--- src/rtl/flash_ctrl_pkg.sv ---
// package: register map, field layout and timing constants of the flash controller
package flash_ctrl_pkg;

    // bus bases of the two register windows
    localparam logic [31:0] FLASH_BASE = 32'h400F_D000;
    localparam logic [31:0] SYSCTL_BASE = 32'h400F_E000;
    localparam int BASE_LSB = 12; // offsets live below this bit

    // register offsets inside each window
    localparam logic [11:0] OFS_TARGET_ADDR = 12'h000;
    localparam logic [11:0] OFS_WRITE_DATA = 12'h004;
    localparam logic [11:0] OFS_COMMAND = 12'h008;
    localparam logic [11:0] OFS_RAW_IRQ = 12'h00C;
    localparam logic [11:0] OFS_IRQ_MASK = 12'h010;
    localparam logic [11:0] OFS_MASKED_IRQ = 12'h014;
    localparam logic [11:0] OFS_READ_ENABLE = 12'h130;
    localparam logic [11:0] OFS_PROG_ENABLE = 12'h134;
    localparam logic [11:0] OFS_USEC_RELOAD = 12'h140;

    // field layout
    localparam int OFFSET_W = 13; // target offset width
    localparam int BLOCK_LSB = 11; // 2 KB protection block
    localparam int BLOCK_W = 3; // eight blocks
    localparam int ARRAY_ADDR_W = 14; // 16 KB array, byte address
    localparam int PROT_W = 8;
    localparam int USEC_W = 8;
    localparam int KEY_LSB = 16;
    localparam logic [15:0] WRITE_KEY = 16'hA442;
    localparam int CMD_W = 4;
    localparam int CMD_WRITE = 0;
    localparam int CMD_ERASE = 1;
    localparam int CMD_MASS = 2;
    localparam int CMD_COMMIT = 3;
    localparam int RIS_W = 2;
    localparam int RIS_ACCESS = 0;
    localparam int RIS_PROG = 1;

    // reset values
    localparam logic [7:0] PROT_RESET = 8'hFF;
    localparam logic [7:0] USEC_RESET = 8'h13;

    // pulse lengths in microseconds (one divider tick each)
    localparam int WRITE_TIME_US = 50;
    localparam int ERASE_TIME_US = 25000;
    localparam int MASS_TIME_US = 250000;
    localparam int COMMIT_TIME_US = 50;
    localparam int TICK_CNT_W = 20;

endpackage : flash_ctrl_pkg

--- src/rtl/flash_program_erase_controller.sv ---
// file: flash program/erase sequencer with block protection, wishbone slave
//
// How it works
// RL1: software writes enables, then picks commit target
// RL2: uncommitted protection bits act immediately
// RL3: commit command stores chosen register permanently
// RL4: word program: data, address, keyed command, poll
// RL5: page erase: address, keyed command, poll
// RL6: mass erase: keyed command, poll, no address
// RL7: command bit high while running, cleared after
// RL8: protection bits only clear on write
// RL9: uncommitted clears restored by power-on reset
// RL10: protection registers loaded from storage at power-on
// RL11: eight block bits, factory value all ones
// RL12: reload field times microsecond tick for pulses
// RL13: software keeps reload at clock MHz minus one
// RL14: software recommended reload value nineteen
// RL15: software aligns word and page addresses
// RL16: thirteen-bit writable offset, upper bits zero
// RL17: write data feeds programming, unused by erase
// RL18: two decode bases for the register windows
// RL19: masked status reads masked, write one clears
// RL20: wrong key ignored, key field reads zero
// RL21: protected reads give zero, protected changes blocked
// RL22: command bit reads one until operation done
// RL23: ticks of reload+1 cycles time every pulse
// RL24: new command refused while one is running
`timescale 1ns/1ps

module flash_program_erase_controller #(
    parameter int WRITE_TICKS = flash_ctrl_pkg::WRITE_TIME_US,
    parameter int ERASE_TICKS = flash_ctrl_pkg::ERASE_TIME_US,
    parameter int MASS_TICKS = flash_ctrl_pkg::MASS_TIME_US,
    parameter int COMMIT_TICKS = flash_ctrl_pkg::COMMIT_TIME_US
) (
    input wire logic sys_clk,
    input wire logic rstn,
    // classic wishbone slave
    input wire logic wb_cyc_i,
    input wire logic wb_stb_i,
    input wire logic wb_we_i,
    input wire logic [31:0] wb_adr_i,
    input wire logic [3:0] wb_sel_i,
    input wire logic [31:0] wb_dat_i,
    output logic [31:0] wb_dat_o,
    output logic wb_ack_o,
    // nonvolatile protection store
    input wire logic [7:0] nvReadEnable,
    input wire logic [7:0] nvProgEnable,
    output logic nvCommitStrobe,
    output logic nvCommitSelProg,
    output logic [7:0] nvCommitValue,
    // flash array control
    output logic [12:0] flashAddr,
    output logic [31:0] flashData,
    output logic flashProgram,
    output logic flashErase,
    output logic flashMassErase,
    // data read path toward the array
    input wire logic readReq,
    input wire logic [13:0] readAddr,
    input wire logic [31:0] arrayData,
    output logic [31:0] readData,
    output logic readValid
);

    ////////////////////////////////////////////////////////////////////////
    // declarations

    logic [flash_ctrl_pkg::OFFSET_W-1:0] target_reg; // flash offset
    logic [31:0] wdata_reg; // word to program
    logic [flash_ctrl_pkg::CMD_W-1:0] cmd_reg; // running op bits
    logic [flash_ctrl_pkg::RIS_W-1:0] ris_reg; // raw event status
    logic [flash_ctrl_pkg::RIS_W-1:0] mask_reg; // event mask
    logic [flash_ctrl_pkg::USEC_W-1:0] usec_reg; // tick reload
    logic [flash_ctrl_pkg::TICK_CNT_W-1:0] ticks_reg; // ticks left
    logic loaded_reg; // power-on load has run
    logic commitStrobe_reg; // one cycle commit pulse
    logic [7:0] rdEnable; // live read enables
    logic [7:0] prEnable; // live program enables
    logic tick; // microsecond tick
    logic busy; // an operation is running
    logic opDone; // last tick of the running op
    logic access; // bus request this cycle
    logic busWr; // bus write this cycle
    logic inFlash; // flash window hit
    logic inSysctl; // system control window hit
    logic [11:0] ofs; // offset within window
    logic [31:0] laneMask; // byte enables as a bit mask
    logic [31:0] merged [2]; // lane merge for target/data
    logic cmdWr; // keyed command write
    logic [flash_ctrl_pkg::CMD_W-1:0] startBits; // op to start
    logic blocked; // program or erase on protected block
    logic [flash_ctrl_pkg::BLOCK_W-1:0] tgtBlock; // target block index
    logic [flash_ctrl_pkg::BLOCK_W-1:0] rdBlock; // read block index
    logic [flash_ctrl_pkg::RIS_W-1:0] misc; // masked status
    logic [31:0] rdMux; // read data before the flop

    ////////////////////////////////////////////////////////////////////////
    // bus decode

    // each window matches on the bits above the offset field
    assign inFlash = wb_adr_i[31:flash_ctrl_pkg::BASE_LSB] ==
        flash_ctrl_pkg::FLASH_BASE[31:flash_ctrl_pkg::BASE_LSB]; // RL18
    assign inSysctl = wb_adr_i[31:flash_ctrl_pkg::BASE_LSB] ==
        flash_ctrl_pkg::SYSCTL_BASE[31:flash_ctrl_pkg::BASE_LSB]; // RL18
    assign ofs = wb_adr_i[flash_ctrl_pkg::BASE_LSB-1:0];
    assign access = wb_cyc_i && wb_stb_i && !wb_ack_o;
    assign busWr = access && wb_we_i;
    assign laneMask = {{8{wb_sel_i[3]}}, {8{wb_sel_i[2]}},
                       {8{wb_sel_i[1]}}, {8{wb_sel_i[0]}}};
    assign merged[0] = ({19'h0_0000, target_reg} & ~laneMask) |
                       (wb_dat_i & laneMask);
    assign merged[1] = (wdata_reg & ~laneMask) | (wb_dat_i & laneMask);

    // ack one cycle after the request, dropped the next; unmapped reads zero
    always_ff @(posedge sys_clk or negedge rstn) begin
        if (!rstn) begin
            wb_ack_o <= 1'b0;
        end else begin
            wb_ack_o <= access;
        end
    end

    ////////////////////////////////////////////////////////////////////////
    // address and data registers

    // offset keeps only its thirteen bits; the rest read back zero
    always_ff @(posedge sys_clk or negedge rstn) begin
        if (!rstn) begin
            target_reg <= '0;
        end else if (busWr && inFlash &&
                     ofs == flash_ctrl_pkg::OFS_TARGET_ADDR) begin
            target_reg <= merged[0][flash_ctrl_pkg::OFFSET_W-1:0]; // RL16
        end
    end

    // write data; erase ignores it, so it may change while erasing
    always_ff @(posedge sys_clk or negedge rstn) begin
        if (!rstn) begin
            wdata_reg <= '0;
        end else if (busWr && inFlash &&
                     ofs == flash_ctrl_pkg::OFS_WRITE_DATA) begin
            wdata_reg <= merged[1]; // RL17
        end
    end

    // tick reload, low byte only
    always_ff @(posedge sys_clk or negedge rstn) begin
        if (!rstn) begin
            usec_reg <= flash_ctrl_pkg::USEC_RESET; // RL12
        end else if (busWr && inSysctl && wb_sel_i[0] &&
                     ofs == flash_ctrl_pkg::OFS_USEC_RELOAD) begin
            usec_reg <= wb_dat_i[flash_ctrl_pkg::USEC_W-1:0];
        end
    end

    ////////////////////////////////////////////////////////////////////////
    // protection

    // storage is sampled on the first edge after reset is released
    always_ff @(posedge sys_clk or negedge rstn) begin
        if (!rstn) begin
            loaded_reg <= 1'b0;
        end else begin
            loaded_reg <= 1'b1;
        end
    end

    protect_bits #(
        .W(flash_ctrl_pkg::PROT_W),
        .RESET_VALUE(flash_ctrl_pkg::PROT_RESET)
    ) readProt (
        .sys_clk(sys_clk),
        .rstn(rstn),
        .load(!loaded_reg),
        .storedValue(nvReadEnable),
        .wr(busWr && inSysctl && wb_sel_i[0] &&
            ofs == flash_ctrl_pkg::OFS_READ_ENABLE),
        .wrValue(wb_dat_i[flash_ctrl_pkg::PROT_W-1:0]),
        .bits(rdEnable)
    );

    protect_bits #(
        .W(flash_ctrl_pkg::PROT_W),
        .RESET_VALUE(flash_ctrl_pkg::PROT_RESET)
    ) progProt (
        .sys_clk(sys_clk),
        .rstn(rstn),
        .load(!loaded_reg),
        .storedValue(nvProgEnable),
        .wr(busWr && inSysctl && wb_sel_i[0] &&
            ofs == flash_ctrl_pkg::OFS_PROG_ENABLE),
        .wrValue(wb_dat_i[flash_ctrl_pkg::PROT_W-1:0]),
        .bits(prEnable)
    );

    ////////////////////////////////////////////////////////////////////////
    // command decode

    // all four lanes and the key are needed, else the write is dropped
    assign cmdWr = busWr && inFlash && wb_sel_i == 4'hF &&
        ofs == flash_ctrl_pkg::OFS_COMMAND &&
        wb_dat_i[31:flash_ctrl_pkg::KEY_LSB] ==
        flash_ctrl_pkg::WRITE_KEY; // RL20
    assign busy = cmd_reg != '0;
    assign tgtBlock = {1'b0, target_reg[flash_ctrl_pkg::OFFSET_W-1:
                                         flash_ctrl_pkg::BLOCK_LSB]};

    // lowest set bit wins; several bits at once is a software error
    always_comb begin
        startBits = '0;
        blocked = 1'b0;
        if (cmdWr && !busy) begin // RL24
            if (wb_dat_i[flash_ctrl_pkg::CMD_WRITE]) begin
                startBits[flash_ctrl_pkg::CMD_WRITE] = 1'b1;
                blocked = !prEnable[tgtBlock]; // RL21
            end else if (wb_dat_i[flash_ctrl_pkg::CMD_ERASE]) begin
                startBits[flash_ctrl_pkg::CMD_ERASE] = 1'b1;
                blocked = !prEnable[tgtBlock]; // RL21
            end else if (wb_dat_i[flash_ctrl_pkg::CMD_MASS]) begin
                // a mass erase would touch every block
                startBits[flash_ctrl_pkg::CMD_MASS] = 1'b1;
                blocked = prEnable != flash_ctrl_pkg::PROT_RESET; // RL21
            end else if (wb_dat_i[flash_ctrl_pkg::CMD_COMMIT]) begin
                startBits[flash_ctrl_pkg::CMD_COMMIT] = 1'b1; // RL3
            end
        end
    end

    ////////////////////////////////////////////////////////////////////////
    // operation sequencer

    usec_tick_divider #(
        .W(flash_ctrl_pkg::USEC_W)
    ) usecTick (
        .sys_clk(sys_clk),
        .rstn(rstn),
        .run(busy),
        .reload(usec_reg),
        .tick(tick)
    );

    assign opDone = busy && tick && ticks_reg == 1;

    // command bit stays set for the whole pulse and drops on its last tick
    always_ff @(posedge sys_clk or negedge rstn) begin
        if (!rstn) begin
            cmd_reg <= '0;
        end else if (startBits != '0 && !blocked) begin
            cmd_reg <= startBits; // RL7 RL22
        end else if (opDone) begin
            cmd_reg <= '0; // RL7 RL22
        end
    end

    // pulse length in whole microsecond ticks
    always_ff @(posedge sys_clk or negedge rstn) begin
        if (!rstn) begin
            ticks_reg <= '0;
        end else if (startBits != '0 && !blocked) begin
            unique case (1'b1)
                startBits[flash_ctrl_pkg::CMD_WRITE]:
                    ticks_reg <= WRITE_TICKS[19:0]; // RL23
                startBits[flash_ctrl_pkg::CMD_ERASE]:
                    ticks_reg <= ERASE_TICKS[19:0]; // RL23
                startBits[flash_ctrl_pkg::CMD_MASS]:
                    ticks_reg <= MASS_TICKS[19:0]; // RL23
                default:
                    ticks_reg <= COMMIT_TICKS[19:0]; // RL23
            endcase
        end else if (busy && tick) begin
            ticks_reg <= ticks_reg - 1'b1;
        end
    end

    // commit hands the chosen live register to storage once
    always_ff @(posedge sys_clk or negedge rstn) begin
        if (!rstn) begin
            commitStrobe_reg <= 1'b0;
            nvCommitSelProg <= 1'b0;
            nvCommitValue <= flash_ctrl_pkg::PROT_RESET;
        end else begin
            commitStrobe_reg <= startBits[flash_ctrl_pkg::CMD_COMMIT];
            if (startBits[flash_ctrl_pkg::CMD_COMMIT]) begin
                nvCommitSelProg <= target_reg[0]; // RL3
                nvCommitValue <= target_reg[0] ? prEnable : rdEnable; // RL3
            end
        end
    end

    assign nvCommitStrobe = commitStrobe_reg;
    assign flashAddr = target_reg;
    assign flashData = wdata_reg;
    assign flashProgram = cmd_reg[flash_ctrl_pkg::CMD_WRITE];
    assign flashErase = cmd_reg[flash_ctrl_pkg::CMD_ERASE];
    assign flashMassErase = cmd_reg[flash_ctrl_pkg::CMD_MASS];

    ////////////////////////////////////////////////////////////////////////
    // data reads

    assign rdBlock = readAddr[flash_ctrl_pkg::ARRAY_ADDR_W-1:
                              flash_ctrl_pkg::BLOCK_LSB];

    // read-protected blocks answer all zeros, one cycle later
    always_ff @(posedge sys_clk or negedge rstn) begin
        if (!rstn) begin
            readData <= '0;
            readValid <= 1'b0;
        end else begin
            readValid <= readReq;
            readData <= (readReq && rdEnable[rdBlock]) ? arrayData
                                                       : '0; // RL21
        end
    end

    ////////////////////////////////////////////////////////////////////////
    // event status

    // a new event in the clearing cycle survives: set beats clear
    always_ff @(posedge sys_clk or negedge rstn) begin
        if (!rstn) begin
            ris_reg <= '0;
        end else begin
            for (int i = 0; i < flash_ctrl_pkg::RIS_W; i++) begin
                if ((i == flash_ctrl_pkg::RIS_PROG && opDone) ||
                    (i == flash_ctrl_pkg::RIS_ACCESS &&
                     (blocked || (readReq && !rdEnable[rdBlock])))) begin
                    ris_reg[i] <= 1'b1;
                end else if (busWr && inFlash && wb_sel_i[0] &&
                             ofs == flash_ctrl_pkg::OFS_MASKED_IRQ &&
                             wb_dat_i[i]) begin
                    ris_reg[i] <= 1'b0; // RL19
                end
            end
        end
    end

    // event mask
    always_ff @(posedge sys_clk or negedge rstn) begin
        if (!rstn) begin
            mask_reg <= '0;
        end else if (busWr && inFlash && wb_sel_i[0] &&
                     ofs == flash_ctrl_pkg::OFS_IRQ_MASK) begin
            mask_reg <= wb_dat_i[flash_ctrl_pkg::RIS_W-1:0];
        end
    end

    assign misc = ris_reg & mask_reg; // RL19

    ////////////////////////////////////////////////////////////////////////
    // register readback

    // key field and reserved bits read zero
    always_comb begin
        rdMux = '0;
        if (inFlash) begin
            unique case (ofs)
                flash_ctrl_pkg::OFS_TARGET_ADDR: rdMux = {19'h0_0000, target_reg};
                flash_ctrl_pkg::OFS_WRITE_DATA: rdMux = wdata_reg;
                flash_ctrl_pkg::OFS_COMMAND: rdMux = {28'h000_0000, cmd_reg}; // RL20
                flash_ctrl_pkg::OFS_RAW_IRQ: rdMux = {30'h0000_0000, ris_reg};
                flash_ctrl_pkg::OFS_IRQ_MASK: rdMux = {30'h0000_0000, mask_reg};
                flash_ctrl_pkg::OFS_MASKED_IRQ: rdMux = {30'h0000_0000, misc};
                default: rdMux = '0;
            endcase
        end else if (inSysctl) begin
            unique case (ofs)
                flash_ctrl_pkg::OFS_READ_ENABLE: rdMux = {24'h00_0000, rdEnable};
                flash_ctrl_pkg::OFS_PROG_ENABLE: rdMux = {24'h00_0000, prEnable};
                flash_ctrl_pkg::OFS_USEC_RELOAD: rdMux = {24'h00_0000, usec_reg};
                default: rdMux = '0;
            endcase
        end
    end

    // read data registered together with ack
    always_ff @(posedge sys_clk or negedge rstn) begin
        if (!rstn) begin
            wb_dat_o <= '0;
        end else if (access) begin
            wb_dat_o <= rdMux;
        end
    end

    ////////////////////////////////////////////////////////////////////////
    // checks

    ack_single_pulse_a: assert property ( // RL18
        @(posedge sys_clk) disable iff (!rstn)
        wb_ack_o |=> !wb_ack_o)
        else $error("ack held longer than one cycle");

    key_reject_idle_a: assert property ( // RL20
        @(posedge sys_clk) disable iff (!rstn)
        (!busy && busWr && inFlash && ofs == flash_ctrl_pkg::OFS_COMMAND &&
         wb_dat_i[31:16] != flash_ctrl_pkg::WRITE_KEY) |=> !busy)
        else $error("command started without the key");

    busy_hold_a: assert property ( // RL24
        @(posedge sys_clk) disable iff (!rstn)
        (busy && !opDone) |=> cmd_reg == $past(cmd_reg))
        else $error("running command bits changed");

    prot_only_clear_a: assert property ( // RL8
        @(posedge sys_clk) disable iff (!rstn)
        $past(loaded_reg) |-> ((rdEnable & ~$past(rdEnable)) == '0 &&
                               (prEnable & ~$past(prEnable)) == '0))
        else $error("protection bit raised by a write");

    done_sets_status_a: assert property ( // RL7
        @(posedge sys_clk) disable iff (!rstn)
        opDone |=> !busy && ris_reg[flash_ctrl_pkg::RIS_PROG])
        else $error("finished op did not clear bit and flag");

    blocked_no_start_a: assert property ( // RL21
        @(posedge sys_clk) disable iff (!rstn)
        blocked |=> !busy ##0 ris_reg[flash_ctrl_pkg::RIS_ACCESS])
        else $error("protected block change was started");

    read_zero_a: assert property ( // RL21
        @(posedge sys_clk) disable iff (!rstn)
        (readReq && !rdEnable[rdBlock]) |=> readValid && readData == '0)
        else $error("protected read returned data");

    commit_pulse_a: assert property ( // RL3
        @(posedge sys_clk) disable iff (!rstn)
        startBits[flash_ctrl_pkg::CMD_COMMIT] |=>
            nvCommitStrobe && cmd_reg[flash_ctrl_pkg::CMD_COMMIT] ##1
            !nvCommitStrobe)
        else $error("commit strobe not a single pulse");

    tick_spacing_a: assert property ( // RL23
        @(posedge sys_clk) disable iff (!rstn)
        (tick && busy && usec_reg != '0) |=> !tick)
        else $error("tick period shorter than reload plus one");

endmodule : flash_program_erase_controller

--- src/rtl/usec_tick_divider.sv ---
// file: microsecond tick divider reloaded from the reload register
`timescale 1ns/1ps

module usec_tick_divider #(
    parameter int W = 8 // reload width
) (
    input wire logic sys_clk,
    input wire logic rstn,
    input wire logic run, // count only while an operation runs
    input wire logic [W-1:0] reload, // cycles per tick minus one
    output logic tick // one cycle pulse per microsecond
);

    logic [W-1:0] cnt_reg; // cycles left in this tick

    // restart from the reload value whenever idle so every op starts aligned
    always_ff @(posedge sys_clk or negedge rstn) begin
        if (!rstn) begin
            cnt_reg <= '0;
        end else if (!run || cnt_reg == '0) begin
            cnt_reg <= reload; // RL23
        end else begin
            cnt_reg <= cnt_reg - 1'b1;
        end
    end

    // a tick every reload+1 cycles
    assign tick = run && (cnt_reg == '0); // RL12

endmodule : usec_tick_divider

--- src/rtl/protect_bits.sv ---
// file: one protection register, loaded at power-on and clearable only
`timescale 1ns/1ps

module protect_bits #(
    parameter int W = 8,
    parameter logic [W-1:0] RESET_VALUE = '1
) (
    input wire logic sys_clk,
    input wire logic rstn,
    input wire logic load, // power-on reload from storage
    input wire logic [W-1:0] storedValue, // nonvolatile copy
    input wire logic wr, // bus write strobe
    input wire logic [W-1:0] wrValue, // bits written (byte lane 0 of the bus data)
    output logic [W-1:0] bits // live enables
);

    // a written 0 clears, a written 1 keeps the old bit
    always_ff @(posedge sys_clk or negedge rstn) begin
        if (!rstn) begin
            bits <= RESET_VALUE; // RL11
        end else if (load) begin
            bits <= storedValue; // RL10 RL9
        end else if (wr) begin
            bits <= bits & wrValue; // RL8 RL2
        end
    end

endmodule : protect_bits

--- config.mk ---
export PLATFORM = sky130hd
export DESIGN_NAME = flash_program_erase_controller
export DESIGN_NICKNAME = d
export VERILOG_FILES = /design/src/rtl/flash_ctrl_pkg.sv /design/src/rtl/flash_program_erase_controller.sv /design/src/rtl/usec_tick_divider.sv /design/src/rtl/protect_bits.sv
export SDC_FILE = /design/constraint.sdc
export NUM_CORES = 1
export LEC_CHECK = 0
export BUFFER_PORTS_ARGS = -buffer_cell sky130_fd_sc_hd__buf_2
export CORE_UTILIZATION = 36
export DETAILED_ROUTE_END_ITERATION = 8
export GPL_TIMING_DRIVEN = 0
export HOLD_SLACK_MARGIN = 0.15
export SYNTH_ARGS = -nofsm -noshare
export SYNTH_HDL_FRONTEND = slang
export SYNTH_SLANG_ARGS = --single-unit
--- constraint.sdc ---
create_clock -name sys_clk -period 3.3 [get_ports sys_clk]
set_clock_uncertainty 0.15 [all_clocks]
set_input_delay 0.495 -clock sys_clk [delete_from_list [all_inputs] [get_ports sys_clk]]
set_output_delay 0.495 -clock sys_clk [all_outputs]
set_load 0.02 [all_outputs]
==> results of run 1 <==
-- report_power, final --
| group | internal [mW] | leakage [nW] | switching [mW] |
|---|---|---|---|
| sequential | 2.30 | 2.33 | 0.0499 |
| combinational | 0.196 | 2.80 | 0.246 |
| clock | 1.25 | 0.310 | 0.899 |
| total | 3.75 | 5.44 | 1.19 |
-- cell type report --
cell class | count | share of cell area, %
inverters | 27 | 0.906
well taps | 285 | 3.19
flip-flops and latches | 182 | 41.0
repair buffers | 301 | 16.2
plain buffers | 27 | 1.29
diodes | 2 | 0.0447
clock inverters | 7 | 0.705
clock buffers | 25 | 4.91
multi-input cells | 489 | 31.7
-- worst reg2reg max path, cell delays in order, from the launching register on --
cell and delay [ps]:
dfrtp_1 390, nand3b_2 360, or4_4 620, nor4_4 530, nand4_2 360, buf_4 340
nand2_1 80, o21ai_0 90
-- Yosys cell counts (4+ instances only) --
cell	count
dfrtp_1	155
mux2_2	57
nand2_1	51
nor2_1	38
o21ai_0	37
and2_1	33
dfstp_2	27
inv_1	27
o211ai_1	22
a22o_1	21
mux2i_1	21
nor3_1	18
clkbuf_1	17
nand3_1	16
nor4_1	16
a21oi_1	14
nand4_1	12
xnor2_1	12
or3_1	11
xor2_1	9
a222oi_1	6
nor4b_1	6
or4_1	6
a22oi_1	5
nand3_2	5
nor2b_1	5
a2bb2oi_1	4
and3_1	4
ha_1	4
-- what timing repair did --
| item | 4_1_cts | 5_1_grt |
|---|---|---|
| endpoints found under the setup margin | 0 | 8 |
| endpoints found under the hold margin | 130 | 0 |
| resized for setup | 0 | 0 |
| hold buffers | 52 | 0 |
| setup buffers | 0 | 2 |
-- cells by family after synthesis --
kind of cell	synth area share, %
AO/OA/AOI/OAI	10.8
XOR/XNOR	2.19
adder cells (fa/ha/maj)	0.597
buffers and inverters	2.93
flip-flops	54.7
multiplexers	10.7
other	0.0447
AND/OR/NAND/NOR	18.0
-- metal layers --
| metal | routed length, microns | share of wire, % | vias to the layer above |
|---|---|---|---|
| li1 | - | - | 3304 |
| met1 | 10700 | 44 | 3474 |
| met2 | 11400 | 47 | 277 |
| met3 | 2020 | 8.3 | 20 |
| met4 | 241 | 0.99 | 0 |
| met5 | 0 | 0 | - |
-- worst paths after layout --
check / start / to
worst max-delay path: wb_adr_i[1] / usec_reg[6]$_DFFE_PN0P_
worst min-delay path: wb_dat_i[11] / register
worst max register to register: wb_ack_o$_DFF_PN0_ / nvCommitValue[7]$_DFFE_PN1P_
worst min register to register: wb_dat_o[12]$_DFFE_PN0N_ / wb_dat_o[12]$_DFFE_PN0N_
max in group asynchronous: rstn / nvCommitValue[0]$_DFFE_PN1P_
min in group asynchronous: rstn / wb_dat_o[30]$_DFFE_PN0N_
-- metrics by stage --
stage	std cells	instance area [sq um]	power, mW	worst slack, ps
3_3_place_gp	1256	9970	2.78	-1470
6_report	1345	11200	4.94	285
4_1_cts	1341	11200	4.99	254
5_1_grt	1343	11200	5.11	11.6
2_1_floorplan	725	8380	2.56	484
3_5_place_dp	1257	10000	2.79	-201
==> qor.txt, run 1 <==
Fin. Hold Viols = 0
top_reg_cell synth = dfrtp_1
total CTS buffers = 17
Yosys reg bits = 182
initial core utilization = 36.9%
drt initial violations = 559
Top delay family on crit path = simple AND/OR/NAND/NOR gates
H-Tree Depth = 4
slowest stage cell, crit path = nor4_2
Syn Nets = 865
Crit path top cell by count = or3_1
RSZ-0062 raised after global routing = no
worst-skew pair later-pin latency = 430 ps
Slew HR = 29.7%
Cell Pwr Density = 442 nW/um^2
Synth cell types = 75
hold depth = 2
Register Area = 4590 sq um
# port buffers = 246
Placeable Area = 22700 sq um
Multi-input gate area = 3550 sq um
area leader, netlist = dfrtp_1
Congestion Overflow GR = 0
row cnt = 55
Tmin final = 3020 ps
Ports = 260
total wire length = 24500 microns
GP Congestion = 0.825
most common cell after layout, fill and taps aside = buf_2
router iterations before antenna repair = 7
Post-Syn Area per Cell = 11.6 sq um
critical path depth = 7
EDFF count, synth = 0
die area = 23900 sq um
TNS Setup = 0 ps
crit-path max FO = 10
number of vias per cell = 5.26
Leak = 5.44 nW
Seq/Total Area, Yosys = 54.7%
synth warn = 0
GRT Max-Usage Layer = met2
Worst Tran Pin Value = 1050 ps
outcome = complete, no violations
initial antenna violation count = 2
global-route wire length before repair = 38400 microns
Worst Path Buf+Inv = 2
# setup viols final = 0
Synth area leaders = dfrtp_1 46%, dfstp_2 8.5%, mux2_2 7.7%
# Max-Cap Violations = 0
Worst Path Required = 3470 ps
Max stage delay on crit path = 800 ps
vias in the first global route = 7044
CTS tree = done
Syn Std Cell Area = 8380 sq um
routing usage on met1 = 27.3%
pin count of the biggest net entering global routing = 99
nets@finish = 1185
M2 GR Usage = 33.9%
Die X = 155 microns
grt met3 use = 5.94%
layout cells sized above 1 = 38.2%
asr flop ratio synth = 100%
worst vdd rail ir drop = 0.278 mV
CTS root buffer = clkbuf_16
DPL Wire Length = 17900 microns
FMAX = 0.332 GHz
Pins Over Slew Limit = 0
final hold slack = 165 ps
area share of the leading cell type in the synthesized netlist = 46.3%
Mapped Cells = 725
Layout Utilization = 49.3%
most frequent cells in the layout = 247 x buf_2, 155 x dfrtp_1, 57 x mux2_2, 52 x dlygate4sd3_1, 51 x nand2_1
clock sinks = 182
crit path kind = primary input to register
clock-pin slew on the worst setup and hold paths = 70 ps
Routed wire per std cell = 18.2 microns
FILL cells = 2096
Hold Crit Class = primary input to register
Detail Route Antenna Nets = 0
Max Buffers Root-to-Sink = 2
Setup crit start kind = primary input
Vias = 7075
Tot GR Track Use = 20.8%
DR DRC count = 0
die height = 155 microns
area grow syn2layout = 33.5%
Worst setup EP type = register
R2R Setup Slk = 300 ps
cell count of the worst reg-to-reg path = 7
period utilization = 91.4%
Worst EP arrival = 3190 ps
crit path cell chain = buf_2 > or3_1 > or3_1 > nor4_2 > and3_1 > buf_4 > mux2_2
(Power assumes the default switching activity.)
==> run 2: changes to the inputs <==
--- a/config.mk
+++ b/config.mk
@@ -6,7 +6,7 @@
 export NUM_CORES = 1
 export LEC_CHECK = 0
 export BUFFER_PORTS_ARGS = -buffer_cell sky130_fd_sc_hd__buf_2
-export CORE_UTILIZATION = 36
+export CORE_UTILIZATION = 35
 export DETAILED_ROUTE_END_ITERATION = 8
 export GPL_TIMING_DRIVEN = 0
 export HOLD_SLACK_MARGIN = 0.15
==> constraint.sdc (replaced) <==
create_clock -name sys_clk -period 3.3 [get_ports sys_clk]
set_clock_uncertainty 0.15 [all_clocks]
set_input_delay 0.495 -clock sys_clk [delete_from_list [all_inputs] [get_ports sys_clk]]
set_output_delay 0.495 -clock sys_clk [all_outputs]
set_load 0.005 [all_outputs]
==> run 2 against run 1 <==
Clock power about the same. Sequential share of layout area fell by 0.24 points. Register-to-register slack improved by 20 ps. Count of clock-buffer cells in the layout shrank 8. Maximum frequency decreased by 1.6%. Highest routed layer is now met5. Sequential power barely moved.
==> qor.txt, run 2 (synthesis gave the netlist of run 1 again) <==
Crit path top cell by count = or3_1
R2R Setup Slk = 320 ps (+20 ps)
met2 wire length = 11300 microns (-0.88%)
Slew HR = 33.5% (+3.8 points)
outcome = complete, no violations
critical path depth = 7 (unchanged)
clock sinks = 182 (unchanged)
DR DRC count = 0 (unchanged)
Worst EP arrival = 3240 ps (+50 ps)
Vias = 7078 (+0.042%)
total wire length = 24300 microns (-0.70%)
nets@finish = 1190 (+0.42%)
Register Area = 4590 sq um (unchanged)
Ports = 260 (unchanged)
Tmin final = 3070 ps (+50.2 ps)
DPL Wire Length = 17900 microns (+0.13%)
FILL cells = 2222 (+6.0%)
Multi-input gate area = 3550 sq um (unchanged)
P_int = 3.66 mW (-2.4%)
Fin. Hold Viols = 0 (unchanged)
row cnt = 56 (+1.8%)
# setup viols final = 0 (unchanged)
Setup crit start kind = primary input
Max Buffers Root-to-Sink = 2 (unchanged)
number of vias per cell = 5.12 (-2.7%)
router iterations before antenna repair = 5 (-2)
die area = 24600 sq um (+2.8%)
Crit Reg-Reg Endpoint = nvCommitValue[5]$_DFFE_PN1P_
Critical Path Sink = usec_reg[6]$_DFFE_PN0P_
Top delay family on crit path = simple AND/OR/NAND/NOR gates
pin count of the biggest net entering global routing = 104 (+5.1%)
Worst Path Required = 3470 ps (about the same)
Worst Path Buf+Inv = 2 (unchanged)
Pins Over Slew Limit = 0 (unchanged)
Congestion Overflow GR = 0 (unchanged)
worst vdd rail ir drop = 0.312 mV (+12%)
initial core utilization = 35.7% (-1.2 points)
final hold slack = 177 ps (+12.1 ps)
clock-pin slew on the worst setup and hold paths = 70 ps (about the same)
crit path kind = primary input to register
period utilization = 92.9% (+1.5 points)
cell count of the worst reg-to-reg path = 7 (unchanged)
layout cells sized above 1 = 37.9% (-0.27 points)
Top Layer Used = met5
Leak = 5.45 nW (+0.14%)
# port buffers = 246 (unchanged)
global-route wire length before repair = 37900 microns (-1.3%)
WL met1 = 10600 microns (-1.5%)
CTS root buffer = clkbuf_16
initial antenna violation count = 2 (unchanged)
crit path cell chain = buf_2 > or3_1 > or3_1 > nor4_2 > and3_1 > buf_4 > mux2_2
Routed wire per std cell = 17.6 microns (-3.4%)
FMAX = 0.326 GHz (-1.6%)
Cell Pwr Density = 435 nW/um^2 (-1.5%)
Crit. Startpoint = wb_adr_i[1]
GP Congestion = 0.829 (+0.52%)
slowest stage cell, crit path = nor4_2
total CTS buffers = 17 (unchanged)
Switching Fraction = 25.3% (+1.2 points)
post-cts gate resize count = 0 (unchanged)
# hold bufs at CTS = 59 (+13%)
most frequent cells in the layout = 247 x buf_2, 155 x dfrtp_1, 59 x dlygate4sd3_1, 57 x mux2_2, 51 x nand2_1
# Max-Cap Violations = 0 (unchanged)
number of setup buffers added after CTS = 0 (unchanged)
sequential power share = 48.0% (+0.4 points)
Comb power frac = 8.5% (-0.4 points)
CTS tree = done
Tot GR Track Use = 20.1% (-0.72 points)
Worst setup EP type = register
Max stage delay on crit path = 830 ps (+30 ps)
most common cell after layout, fill and taps aside = buf_2
die height = 157 microns (+1.4%)
area grow syn2layout = 34.3%
Worst Tran Pin Value = 989 ps (-57.1 ps)
H-Tree Depth = 4 (unchanged)
Total Power = 4.90 mW (-0.89%)
routed wl met3 = 2060 microns (+1.7%)
RSZ-0062 raised after global routing = no
drt initial violations = 455 (-19%)
RR Startpoint = cmd_reg[1]$_DFFE_PN0P_
Die X = 157 microns (+1.4%)
worst-skew pair later-pin latency = 440 ps (about the same)
Hold Crit Class = primary input to register
crit-path max FO = 10 (unchanged)
Sw Pwr = 1.24 mW (+3.9%)
clock network power share = 43.5% (about the same)
vias in the first global route = 7179 (+1.9%)
Detail Route Antenna Nets = 0 (unchanged)
Placeable Area = 23500 sq um (+3.4%)
## run 2: final cells by class
cell class	count	area share [%]
well taps	319	3.55
repair buffers	306	16.5
clock buffers	17	3.78
inverters	27	0.901
diodes	1	0.0222
flip-flops and latches	182	40.8
plain buffers	27	1.28
multi-input cells	489	31.5
clock inverters	15	1.65
## run 2: stage by stage
step / util [%] / instances / TNS (ps) / instance area (sq um) / setup WS (ps)
6_report: 47.9 / 1383 / 0 / 11300 / 235
5_1_grt: 47.9 / 1382 / 0 / 11300 / 49.0
4_1_cts: 47.9 / 1382 / 0 / 11300 / 332
3_5_place_dp: 42.8 / 1291 / -2580 / 10000 / -136
3_3_place_gp: 42.7 / 1290 / -238760 / 10000 / -1490
2_1_floorplan: - / 725 / 0 / 8380 / 484
## run 2: power groups by stage
stage	sequential, mW	clock, mW	combinational [mW]
6_report	2.35	2.13	0.419
5_1_grt	2.36	2.26	0.467
4_1_cts	2.35	2.18	0.423
3_5_place_dp	2.39	0	0.368
3_3_place_gp	2.39	0	0.359
2_1_floorplan	2.38	0	0.152
## run 2: metal layers
| layer | vias to the layer above | track usage, % |
|---|---|---|
| met4 | 2 | 3.78 |
| met3 | 21 | 7.42 |
| li1 | 3320 | - |
| met2 | 277 | 33.2 |
| met5 | - | 0 |
| met1 | 3458 | 25.2 |
## run 2: worst min-delay path by stage
stage | startpoint | endpoint | slack, ps | cells past startpoint
detailed placement | wb_dat_o[12]$_DFFE_PN0N_ | wb_dat_o[12]$_DFFE_PN0N_ | 320 | 2
finish | wb_dat_i[24] | register | 180 | 2
CTS | wb_dat_i[24] | register | 160 | 2
global placement | wb_dat_o[12]$_DFFE_PN0N_ | wb_dat_o[12]$_DFFE_PN0N_ | 310 | 2
floorplan | rstn | asynchronous set/reset pin | 50 | 0
global route | wb_dat_i[24] | register | 170 | 2
